## config.mk

```make
export PLATFORM = sky130hd
export DESIGN_NAME = ict_core
export DESIGN_NICKNAME = d
export VERILOG_FILES = /design/src/logic/ict_pkg.sv /design/src/logic/ict_core.sv
export SDC_FILE = /design/constraint.sdc
export NUM_CORES = 1
export LEC_CHECK = 0
export ABC_AREA = 1
export BUFFER_PORTS_ARGS = -buffer_cell sky130_fd_sc_hd__buf_2
export CAP_MARGIN = 5
export CORE_ASPECT_RATIO = 1.2
export CORE_MARGIN = 5
export CORE_UTILIZATION = 35
export CTS_CLUSTER_SIZE = 28
export DETAILED_ROUTE_END_ITERATION = 8
export GPL_TIMING_DRIVEN = 0
export PLACE_DENSITY = 0.56
export SETUP_SLACK_MARGIN = 0.3
export SLEW_MARGIN = 40
export SYNTH_ARGS = -nofsm -noshare
export SYNTH_HDL_FRONTEND = slang
export SYNTH_SLANG_ARGS = --single-unit
```

## constraint.sdc

```tcl
create_clock -name ref_clk_i -period 2.7 [get_ports ref_clk_i]
set_input_delay 0.405 -clock ref_clk_i [delete_from_list [all_inputs] [get_ports ref_clk_i]]
set_output_delay 0.405 -clock ref_clk_i [all_outputs]
set_load 0.005 [all_outputs]
```

## src/logic/ict_pkg.sv

```systemverilog
// Purpose: Shared constants and types for the instruction cycle timing core.
// Assumes: One system clock; one instruction cycle is four clock periods.
// Notes: The opcode encoding is local to this core and its program memory image.

package ict_pkg;

   // ****************************************
   // Instruction cycle phases
   // ****************************************
   localparam int PH_W = 2;
   localparam logic [PH_W-1:0] PH_FETCH = 2'h0;
   localparam logic [PH_W-1:0] PH_DECODE = 2'h1;
   localparam logic [PH_W-1:0] PH_READ = 2'h2;
   localparam logic [PH_W-1:0] PH_EXEC = 2'h3;

   // ****************************************
   // Instruction word layout
   // ****************************************
   localparam int IW_W = 16;
   localparam int OPC_MSB = 15;
   localparam int OPC_LSB = 11;
   localparam int BIT_MSB = 10;
   localparam int BIT_LSB = 8;
   localparam int OPD_MSB = 7;
   localparam int OPD_LSB = 0;
   localparam int DATA_W = 8;

   // Data memory address whose writes, except the write that finishes a table read, go to the low byte of the program counter instead of memory.
   localparam logic [DATA_W-1:0] PC_LOW_ADDR = 8'h06;

   // ****************************************
   // Defaults
   // ****************************************
   localparam int PC_W_DEF = 11;
   localparam int STACK_DEPTH_DEF = 8;
   localparam logic [DATA_W-1:0] ACC_RST = 8'h00;

   typedef enum logic [4:0] {
      op_nop,
      op_mov_a_m,
      op_mov_m_a,
      op_mov_a_x,
      op_add_a_m,
      op_sub_a_m,
      op_and_a_m,
      op_or_a_m,
      op_xor_a_m,
      complement_op,
      op_increment_mem,
      increment_to_acc_op,
      decrement_mem_op,
      decrement_to_acc_op,
      rotate_right_op,
      rotate_left_op,
      rotate_right_carry_op,
      rotate_left_carry_op,
      op_bit_set,
      bit_clear_op,
      op_skip_zero,
      op_skip_nonzero,
      op_skip_bit_zero,
      op_skip_bit_nonzero,
      jump_op,
      op_call,
      subroutine_return_op,
      interrupt_return_op,
      op_table_read
   } ict_op_t;

   typedef enum logic {
      st_exec,
      st_extra
   } ict_state_t;

endpackage

```

## src/logic/ict_core.sv

```systemverilog
// Purpose: Sequences an 8-bit core in four-phase instruction cycles and executes its instructions.
// Assumes: Program memory returns the word for pmem_addr_o one clock later; data memory answers within the same clock.
// Notes: Two-cycle instructions spend a second instruction cycle in st_extra, which is idle except to finish a table read.

module ict_core
   import ict_pkg::*;
#(
   parameter int PC_W = PC_W_DEF,
   parameter int STACK_DEPTH = STACK_DEPTH_DEF
) (
   input wire logic ref_clk_i,
   input wire logic rst_n_i,
   output logic [PC_W-1:0] pmem_addr_o,
   input wire logic [IW_W-1:0] pmem_data_i,
   output logic [DATA_W-1:0] dmem_addr_o,
   output logic [DATA_W-1:0] dmem_wdata_o,
   output logic dmem_we_o,
   input wire logic [DATA_W-1:0] dmem_rdata_i,
   output logic [DATA_W-1:0] acc_o,
   output logic zero_flag_o,
   output logic carry_flag_o,
   output logic [PH_W-1:0] phase_o,
   output logic cycle_start_o,
   output logic extra_cycle_o
);
   localparam int SP_W = $clog2(STACK_DEPTH);
   // ****************************************
   // Helpers
   // ****************************************
   function automatic logic [DATA_W-1:0] bit_mask(input logic [2:0] sel);
      bit_mask = 8'h01 << sel;
   endfunction
   function automatic logic is_zero(input logic [DATA_W-1:0] v);
      is_zero = (v == 8'h00);
   endfunction
   // ****************************************
   // State
   // ****************************************
   logic [PH_W-1:0] phase, next_phase;
   ict_state_t state, next_state;
   logic [PC_W-1:0] pc, next_pc;
   logic [PC_W-1:0] fetch_addr, next_fetch_addr;
   logic [IW_W-1:0] ir, next_ir;
   logic [DATA_W-1:0] mdata, next_mdata;
   logic [DATA_W-1:0] tbl_data, next_tbl_data;
   logic [DATA_W-1:0] acc, next_acc;
   logic zflag, next_zflag;
   logic cflag, next_cflag;
   logic [DATA_W-1:0] daddr, next_daddr;
   logic [DATA_W-1:0] wdata, next_wdata;
   logic we, next_we;
   logic cstart, next_cstart;
   logic [SP_W-1:0] sp, next_sp;
   logic push_en;
   logic [PC_W-1:0] push_data;
   logic [PC_W-1:0] stack [STACK_DEPTH];
   ict_op_t op;
   logic [2:0] bsel;
   logic [DATA_W-1:0] opd;
   logic [PC_W-1:0] pc_inc;
   logic [PC_W-1:0] npc;
   logic [DATA_W-1:0] res;
   logic [DATA_W:0] wide;
   logic wr, two, skip;
   assign op = ict_op_t'(ir[OPC_MSB:OPC_LSB]);
   assign bsel = ir[BIT_MSB:BIT_LSB];
   assign opd = ir[OPD_MSB:OPD_LSB];
   assign pc_inc = pc + PC_W'(1);
   always_comb begin
      next_phase = phase + PH_W'(1);
      next_state = state;
      next_pc = pc;
      next_fetch_addr = fetch_addr;
      next_ir = ir;
      next_mdata = mdata;
      next_tbl_data = tbl_data;
      next_acc = acc;
      next_zflag = zflag;
      next_cflag = cflag;
      next_daddr = daddr;
      next_wdata = wdata;
      next_we = 1'b0;
      next_cstart = (phase == PH_EXEC);
      next_sp = sp;
      push_en = 1'b0;
      push_data = pc_inc;
      npc = pc_inc;
      res = mdata;
      wide = '0;
      wr = 1'b0;
      two = 1'b0;
      skip = 1'b0;
      if (phase == PH_DECODE && state == st_exec) begin
         next_ir = pmem_data_i;
         next_daddr = pmem_data_i[OPD_MSB:OPD_LSB];
      end
      if (phase == PH_DECODE && state == st_extra) begin
         next_tbl_data = pmem_data_i[DATA_W-1:0];
      end
      if (phase == PH_READ) begin
         next_mdata = dmem_rdata_i;
      end
      if (phase == PH_EXEC && state == st_extra) begin
         // The second cycle only finishes a table read and fetches at the new pc.
         next_state = st_exec;
         next_fetch_addr = pc;
         if (op == op_table_read) begin
            next_wdata = tbl_data;
            next_we = 1'b1;
         end
      end else if (phase == PH_EXEC) begin
         unique case (op)
            op_nop: ;
            op_mov_a_m: next_acc = mdata;
            op_mov_m_a: begin
               res = acc;
               wr = 1'b1;
            end
            op_mov_a_x: next_acc = opd;
            op_add_a_m: begin
               wide = {1'b0, acc} + {1'b0, mdata};
               next_acc = wide[DATA_W-1:0];
               next_cflag = wide[DATA_W];
               next_zflag = is_zero(wide[DATA_W-1:0]);
            end
            op_sub_a_m: begin
               wide = {1'b0, acc} - {1'b0, mdata};
               next_acc = wide[DATA_W-1:0];
               next_cflag = wide[DATA_W];
               next_zflag = is_zero(wide[DATA_W-1:0]);
            end
            op_and_a_m: begin
               next_acc = acc & mdata;
               next_zflag = is_zero(acc & mdata);
            end
            op_or_a_m: begin
               next_acc = acc | mdata;
               next_zflag = is_zero(acc | mdata);
            end
            op_xor_a_m: begin
               next_acc = acc ^ mdata;
               next_zflag = is_zero(acc ^ mdata);
            end
            complement_op: begin
               res = ~mdata;
               wr = 1'b1;
               next_zflag = is_zero(~mdata);
            end
            op_increment_mem: begin
               res = mdata + 8'h01;
               wr = 1'b1;
               next_zflag = is_zero(res);
            end
            increment_to_acc_op: begin
               next_acc = mdata + 8'h01;
               next_zflag = is_zero(next_acc);
            end
            decrement_mem_op: begin
               res = mdata - 8'h01;
               wr = 1'b1;
               next_zflag = is_zero(res);
            end
            decrement_to_acc_op: begin
               next_acc = mdata - 8'h01;
               next_zflag = is_zero(next_acc);
            end
            rotate_right_op: begin
               res = {mdata[0], mdata[DATA_W-1:1]};
               wr = 1'b1;
            end
            rotate_left_op: begin
               res = {mdata[DATA_W-2:0], mdata[DATA_W-1]};
               wr = 1'b1;
            end
            rotate_right_carry_op: begin
               res = {cflag, mdata[DATA_W-1:1]};
               next_cflag = mdata[0];
               wr = 1'b1;
            end
            rotate_left_carry_op: begin
               res = {mdata[DATA_W-2:0], cflag};
               next_cflag = mdata[DATA_W-1];
               wr = 1'b1;
            end
            op_bit_set: begin
               res = mdata | bit_mask(bsel);
               wr = 1'b1;
            end
            bit_clear_op: begin
               res = mdata & ~bit_mask(bsel);
               wr = 1'b1;
            end
            op_skip_zero: skip = is_zero(mdata);
            op_skip_nonzero: skip = !is_zero(mdata);
            op_skip_bit_zero: skip = !mdata[bsel];
            op_skip_bit_nonzero: skip = mdata[bsel];
            jump_op: begin
               npc = ir[PC_W-1:0];
               two = 1'b1;
            end
            op_call: begin
               push_en = 1'b1;
               next_sp = sp + SP_W'(1);
               npc = ir[PC_W-1:0];
               two = 1'b1;
            end
            subroutine_return_op, interrupt_return_op: begin
               npc = stack[sp - SP_W'(1)];
               next_sp = sp - SP_W'(1);
               two = 1'b1;
            end
            op_table_read: two = 1'b1;
            default: ;
         endcase
         if (skip) begin
            npc = pc + PC_W'(2);
            two = 1'b1;
         end
         if (wr && daddr == PC_LOW_ADDR) begin
            npc = {pc[PC_W-1:DATA_W], res};
            two = 1'b1;
         end else if (wr) begin
            next_wdata = res;
            next_we = 1'b1;
         end
         next_pc = npc;
         next_state = two ? st_extra : st_exec;
         next_fetch_addr = (op == op_table_read) ? PC_W'({acc}) : npc;
      end
   end
   always_ff @(posedge ref_clk_i or negedge rst_n_i) begin
      if (!rst_n_i) begin
         phase <= PH_FETCH;
         state <= st_exec;
         pc <= '0;
         fetch_addr <= '0;
         ir <= '0;
         mdata <= '0;
         tbl_data <= '0;
         acc <= ACC_RST;
         zflag <= 1'b0;
         cflag <= 1'b0;
         daddr <= '0;
         wdata <= '0;
         we <= 1'b0;
         cstart <= 1'b1;
         sp <= '0;
      end else begin
         phase <= next_phase;
         state <= next_state;
         pc <= next_pc;
         fetch_addr <= next_fetch_addr;
         ir <= next_ir;
         mdata <= next_mdata;
         tbl_data <= next_tbl_data;
         acc <= next_acc;
         zflag <= next_zflag;
         cflag <= next_cflag;
         daddr <= next_daddr;
         wdata <= next_wdata;
         we <= next_we;
         cstart <= next_cstart;
         sp <= next_sp;
      end
   end
   // Return stack storage; it holds data only, so it needs no reset.
   always_ff @(posedge ref_clk_i) begin
      if (push_en) begin
         stack[sp] <= push_data;
      end
   end
   assign pmem_addr_o = fetch_addr;
   assign dmem_addr_o = daddr;
   assign dmem_wdata_o = wdata;
   assign dmem_we_o = we;
   assign acc_o = acc;
   assign zero_flag_o = zflag;
   assign carry_flag_o = cflag;
   assign phase_o = phase;
   assign cycle_start_o = cstart;
   assign extra_cycle_o = (state == st_extra);
endmodule // ict_core

```

[Word level (Yosys, flattened, before mapping)]
Memories as Yosys holds them, arrays and structs flattened.
Cells that the tools add are included.
Storage, ports and cells
  register bits: 88
  latch bits: 0
  bits in writable memories: 88
  bits in read-only memories: 0
  input bits: 26
  memories: 1
Memories
  stack: depth 8, bits a word 11, read ports 1, clocked after Yosys merged registers in 0, write ports 1, RTL line ict_core.sv:56  | logic [PC_W-1:0] stack [STACK_DEPTH];
Operators by class
  $add $sub $neg: 9
  multipliers: 0
  divide/modulo/power cells: 0
  $lt $le $gt $ge: 1
  equality and inequality tests: 34
  shifts and indexed selects: 1
  mux-type cells: 42
  bitwise operators: 9
  reduce and logical (&&, ||, !) cells: 33
Operator list (number)
  8-bit case mux with 10 select lines: 1
  8-bit logical NOT: 9
  8-bit case mux with 9 select lines: 1
  5-bit == test (second input constant): 13
  11-bit two-way mux: 5
  5-bit by 4-bit == test with 1-bit output (second input constant): 8
  8-bit two-way mux: 5
  1-bit two-way mux: 24
  11-bit case mux with 2 select lines: 1
  5-bit by 3-bit == test with 1-bit output (second input constant): 4
  8-bit AND: 2
  8-bit inverter: 2
  8-bit OR: 2
  3-bit AND reduction: 4
  11-bit by 1-bit adder with 11-bit output (second input constant): 1
  11-bit by 2-bit adder with 11-bit output (second input constant): 1
  5-bit by 2-bit == test with 1-bit output (second input constant): 2
  10-bit OR reduction: 1
  8-bit by 8-bit adder with 9-bit output: 1
  9-bit nonzero test: 1
  8-bit by 8-bit subtractor with 9-bit output: 1
  8-bit by 1-bit adder with 8-bit output (second input constant): 1
  8-bit by 3-bit == test with 1-bit output (second input constant): 1
  1-bit case mux with 4 select lines: 2
  other kinds (25): 36

[Depth between registers and ports, before layout]
  depth after elaboration: 13
  mapped depth: 17

[Worst setup path before layout]
No wires, ideal clock.
  path kind: reg2reg
  start: reg ir[15]
  end: mem stack[1][0] in the netlist's numbering (enable)
  library setup time: 0.393 ns
  arrival: 2.174 ns
  data required time: 2.307 ns
  setup slack: 0.133 ns
  stages on the path, launching flop included: 9
  path buffers: 2
  clock period less this slack: 2.567 ns
  cell sequence: dfrtp_1 inv_2 buf_6 nor2_8 inv_2 clkbuf_8 nor3_1 nand2_1 nor3_1
On the way
  word-level cells in the longest chain between the ends: 6
RTL lines
  start, declared: RTL line ict_core.sv:43  | logic [IW_W-1:0] ir, next_ir;
  start signal, assigned: RTL line ict_core.sv:253  | ir <= next_ir;
  5-bit == test: RTL line ict_core.sv:112  | unique case (op)
  1-bit two-way mux: RTL line ict_core.sv:112
  1-bit two-way mux: RTL line ict_core.sv:111  | end else if (phase == PH_EXEC) begin
  1-bit two-way mux: RTL line ict_core.sv:103  | if (phase == PH_EXEC && state == st_extra) begin
  1-bit two-way mux: RTL line ict_core.sv:268  | if (push_en) begin
  1-bit two-way mux (not written as such): RTL line ict_core.sv:269  | stack[sp] <= push_data;
  end, declared: RTL line ict_core.sv:56
Every way passes these cells.

[Worst setup path after layout]
  start: reg ir[15]
  end: mem stack[6][9] in the netlist's numbering (enable)
The elaborated chain is that of the path after synthesis.

==> results list <==
* GRT Overall Usage: 23.1%
- Outcome: finished clean
* Antenna diode count: 0
- Routed Wire Length: 39700 um
* Commonest cells after routing, fill and taps aside: sky130_fd_sc_hd__nand2_1 (398), sky130_fd_sc_hd__nand3_1 (123), sky130_fd_sc_hd__nor2_1 (108), sky130_fd_sc_hd__inv_1 (104), sky130_fd_sc_hd__edfxtp_1 (88)
* Cell area power density: 1030 nW/um^2
- After global routing the overflow that remains totals 0.
- The number of antenna violations at the first check in global routing is 1.
- Cell count after synthesis: 1387
- Core Util, Final: 43.6%
- In the final routed layout, each cell accounts on average for 20.5 um.
- The floorplan step defined a die boundary enclosing 34600 sq um.
* Global-route met1 utilization: 28.0%
- VDD IR-drop max: 0.000438 V
- Placed cell count: 1864
- Of all nets on the critical path, the largest fanout is 10.
- Cell type with the largest total area after synthesis: sky130_fd_sc_hd__edfxtp_1
- Across the run, the number of max-cap violations was 0.
* YS warnings: 0
- Cells with a size suffix above 1 make up 22.3% of the layout.
- The number of nets handed over by synthesis was 1453.
- Each instance of the synthesized netlist takes up on average 7.82 sq um.
- Setup violations remaining at the end of the flow were counted as 0.
- The number of endpoints with negative hold slack in the final report came to 0.
* Netlist area before placement: 10800 sq um
- Clock sink count: 168
- Proportion of netlist area held by the largest area contributor: 24.4%
- The final number of max-transition violations was 0.
- The first global-routing pass estimated 60600 um of wire.
* Static leakage: 6.07 nW
- Global routing's busiest layer: met2
- Data arrival time of the critical path: 2.53 ns
- Clock tree from TritonCTS: done
* DRC errors left: 0
- The first detailed-routing pass took 6 iterations.
* Hold Path Class: primary input to flop
- Effective utilization at floorplan: 35.5%
* Number of buffers on the longest clock path: 2
- The number of clock buffers added by TritonCTS is 17.
- Post-DP HPWL: 30000 um
- Global Route met3 Usage: 4.19%
* Die Span X: 171 um
- STA classifies the critical path startpoint as a flop.
- STA classifies the critical path endpoint as a flop.
* RSZ-0062 raised after global routing: yes
* Filler cell count: 3077
- Most common library cell in the layout ignoring fill and taps: sky130_fd_sc_hd__nand2_1
- Actual transition at the worst max-transition pin: 0.718 ns
- The count of cells in the finished layout, fillers not included, comes to 1939.
- The congestion estimate from routability-driven global placement came to 0.954.
- Placement Rows: 70
* Clock-pin slew on the worst setup and hold paths: 0.07 ns
* Clk_lat worst skew: 0.44 ns
- Number of storage elements in the synthesis netlist: 168
- DRT antenna net count: 0
- Final sum of negative setup slack: 0 ns
* PortBufs: 67
- Number of global-route vias before repair: 9993
- Time the worst path needs with I/O delays and setup: 2.39 ns
- Between clock sinks in the finished design, the worst skew comes to 0.0130 ns.
- The net count of the finished layout is 1596.
- CTS placed an instance of sky130_fd_sc_hd__clkbuf_16 at the clock tree root.
- Endpoint required time on the critical path: 2.84 ns
- H-tree Lvls: 4
* IO Pins: 68
- Die H: 203 um
- After synthesis, flip-flops and latches occupy 42.8% of the total area.
* Post-synth cell types: 59
- Area contributors post-synth: sky130_fd_sc_hd__edfxtp_1 (24%), sky130_fd_sc_hd__dfrtp_1 (18%), sky130_fd_sc_hd__nand2_1 (14%)
- Detailed routing inserted a total of 10.2k vias.
- GR met2 Demand/Resource: 39.6%
- Worst Setup Path Type: flop to flop
- Entering global routing, the biggest net connects 59 pins.
* Area growth, synth to finish: 22.8%
- The region available for standard cell placement spans 30600 sq um.
- Based on the critical path, the design can be clocked at up to 419 MHz.
- Relative slew slack: 52.0%
- Detail-routed via count per cell: 5.26
- Iteration-0 DRC count of the detailed router: 821
* Fin crit share: 88.4%
==> cells in the mapped netlist, drive strengths merged <==
| library cell | number |
|---|---|
| nand2 | 421 |
| nand3 | 135 |
| nor2 | 126 |
| inv | 124 |
| o21ai | 96 |
| edfxtp | 88 |
| dfrtp | 79 |
| a21oi | 55 |
| ha | 38 |
| nor3 | 37 |
| clkbuf | 36 |
| buf | 25 |
| nand4 | 25 |
| xor2 | 22 |
| o22ai | 19 |
| o211ai | 10 |
| a31oi | 9 |
| clkinv | 6 |
| xnor2 | 5 |
| nand3b | 4 |
| or2 | 4 |
| a22oi | 3 |
| o2111ai | 3 |
| a21o | 2 |
| a22o | 2 |
| fa | 2 |
| nor4 | 2 |
| a31o | 1 |
| and2 | 1 |
| and3 | 1 |
| dfstp | 1 |
| mux2 | 1 |
| nor3b | 1 |
| o21bai | 1 |
| o221ai | 1 |
| o31ai | 1 |
==> layout make-up <==
class | instances | area (sq um) | share of cell area, %
Clock buffer | 17 | 425 | 3.19
Buffer | 61 | 494 | 3.71
Inverter | 130 | 544 | 4.09
Sequential cell | 168 | 4670 | 35.0
Timing Repair Buffer | 124 | 823 | 6.18
Tap cell | 396 | 495 | 3.72
Multi-Input combinational cell | 1028 | 5720 | 42.9
Clock inverter | 15 | 153 | 1.15
==> cells by family (layout without fill, tap and decap cells) <==
| group | count (synthesis) | in the layout | synth area share, % |
|---|---|---|---|
| compound gates | 203 | 203 | 10.6 |
| mux | 1 | 1 | 0.104 |
| fa+ha+maj | 40 | 40 | 4.75 |
| buf+inv | 191 | 347 | 8.17 |
| simple gates | 757 | 757 | 31.3 |
| flops | 168 | 168 | 42.8 |
| xor+xnor | 27 | 27 | 2.18 |
==> metrics by stage <==
step | total power [mW] | instance area [sq um] | worst slack [ns] | hold WS (ns)
global placement | 10.5 | 11700 | -1.07 | 0.466
detailed placement | 10.5 | 11800 | -0.589 | 0.290
global route | 14.7 | 13300 | 0.239 | 0.155
floorplan | 8.14 | 10800 | 0.133 | 0.109
CTS | 13.3 | 12800 | 0.248 | 0.154
finish | 13.7 | 13300 | 0.313 | 0.172
==> layer usage <==
layer	wire (um)	part of all wire [%]	up-vias
met5	19	0.048	-
met4	1740	4.4	2
met3	2270	5.7	90
met2	20000	50	361
met1	15600	39	4849
li1	-	-	4906
==> worst max-delay path, stage by stage, from the launching register on <==
cell                       delay, ns
sky130_fd_sc_hd__dfrtp_2        0.42
sky130_fd_sc_hd__inv_2          0.08
sky130_fd_sc_hd__buf_6          0.16
sky130_fd_sc_hd__nor2_8         0.15
sky130_fd_sc_hd__inv_2          0.06
sky130_fd_sc_hd__clkbuf_8       0.18
sky130_fd_sc_hd__nor3_4         0.26
sky130_fd_sc_hd__buf_4          0.17
sky130_fd_sc_hd__nand2_4        0.10
sky130_fd_sc_hd__nor3_4         0.28
sky130_fd_sc_hd__buf_4          0.22
==> flip-flops by register name, summed over array words and instances, names as in the netlist <==
name / count
ir: 16
extra_cycle_o: 1
cycle_start_o: 1
mdata: 8
dmem_we_o: 1
tbl_data: 8
phase_o: 2
pc: 11
zero_flag_o: 1
pmem_addr_o: 11
dmem_wdata_o: 8
acc_o: 8
sp: 3
stack: 88
carry_flag_o: 1
==> timing repair <==
| action | 4_1_cts | 5_1_grt |
|---|---|---|
| hold buffers | 1 | 0 |
| setup endpoints to repair | 126 | 102 |
| setup buffers | 14 | 28 |
| pin swaps | 9 | 18 |
| endpoints found under the hold margin | 22 | 0 |
| resized for setup | 90 | 83 |
==> worst paths after layout <==
kind / startpoint / to / slack, ns / cells after the start
worst min-delay path: dmem_rdata_i[2] / mdata[2]$_DFFE_PN0N_ / 0.17 / 3
worst min register to register: dmem_wdata_o[3]$_DFFE_PN0P_ / dmem_wdata_o[3]$_DFFE_PN0P_ / 0.48 / 2
worst max-delay path: ir[15]$_DFFE_PN0P_ / stack[6][9]$_DFFE_PP_ / 0.31 / 10
min in group asynchronous: rst_n_i / acc_o[1]$_DFFE_PN0P_ / 0.39 / 2
worst max register to register: ir[15]$_DFFE_PN0P_ / stack[6][9]$_DFFE_PP_ / 0.31 / 10
max in group asynchronous: rst_n_i / cycle_start_o$_DFF_PN1_ / 1.66 / 3
==> where the power goes <==
group          total (mW)  leakage [nW]  internal (mW)  switching (mW)
sequential           4.12          1.75           3.43           0.690
combinational        7.17          4.05           2.52            4.65
clock                2.46         0.276           1.36            1.09
total                13.7          6.07           7.31            6.43
Power figures use the tool's default switching activity.
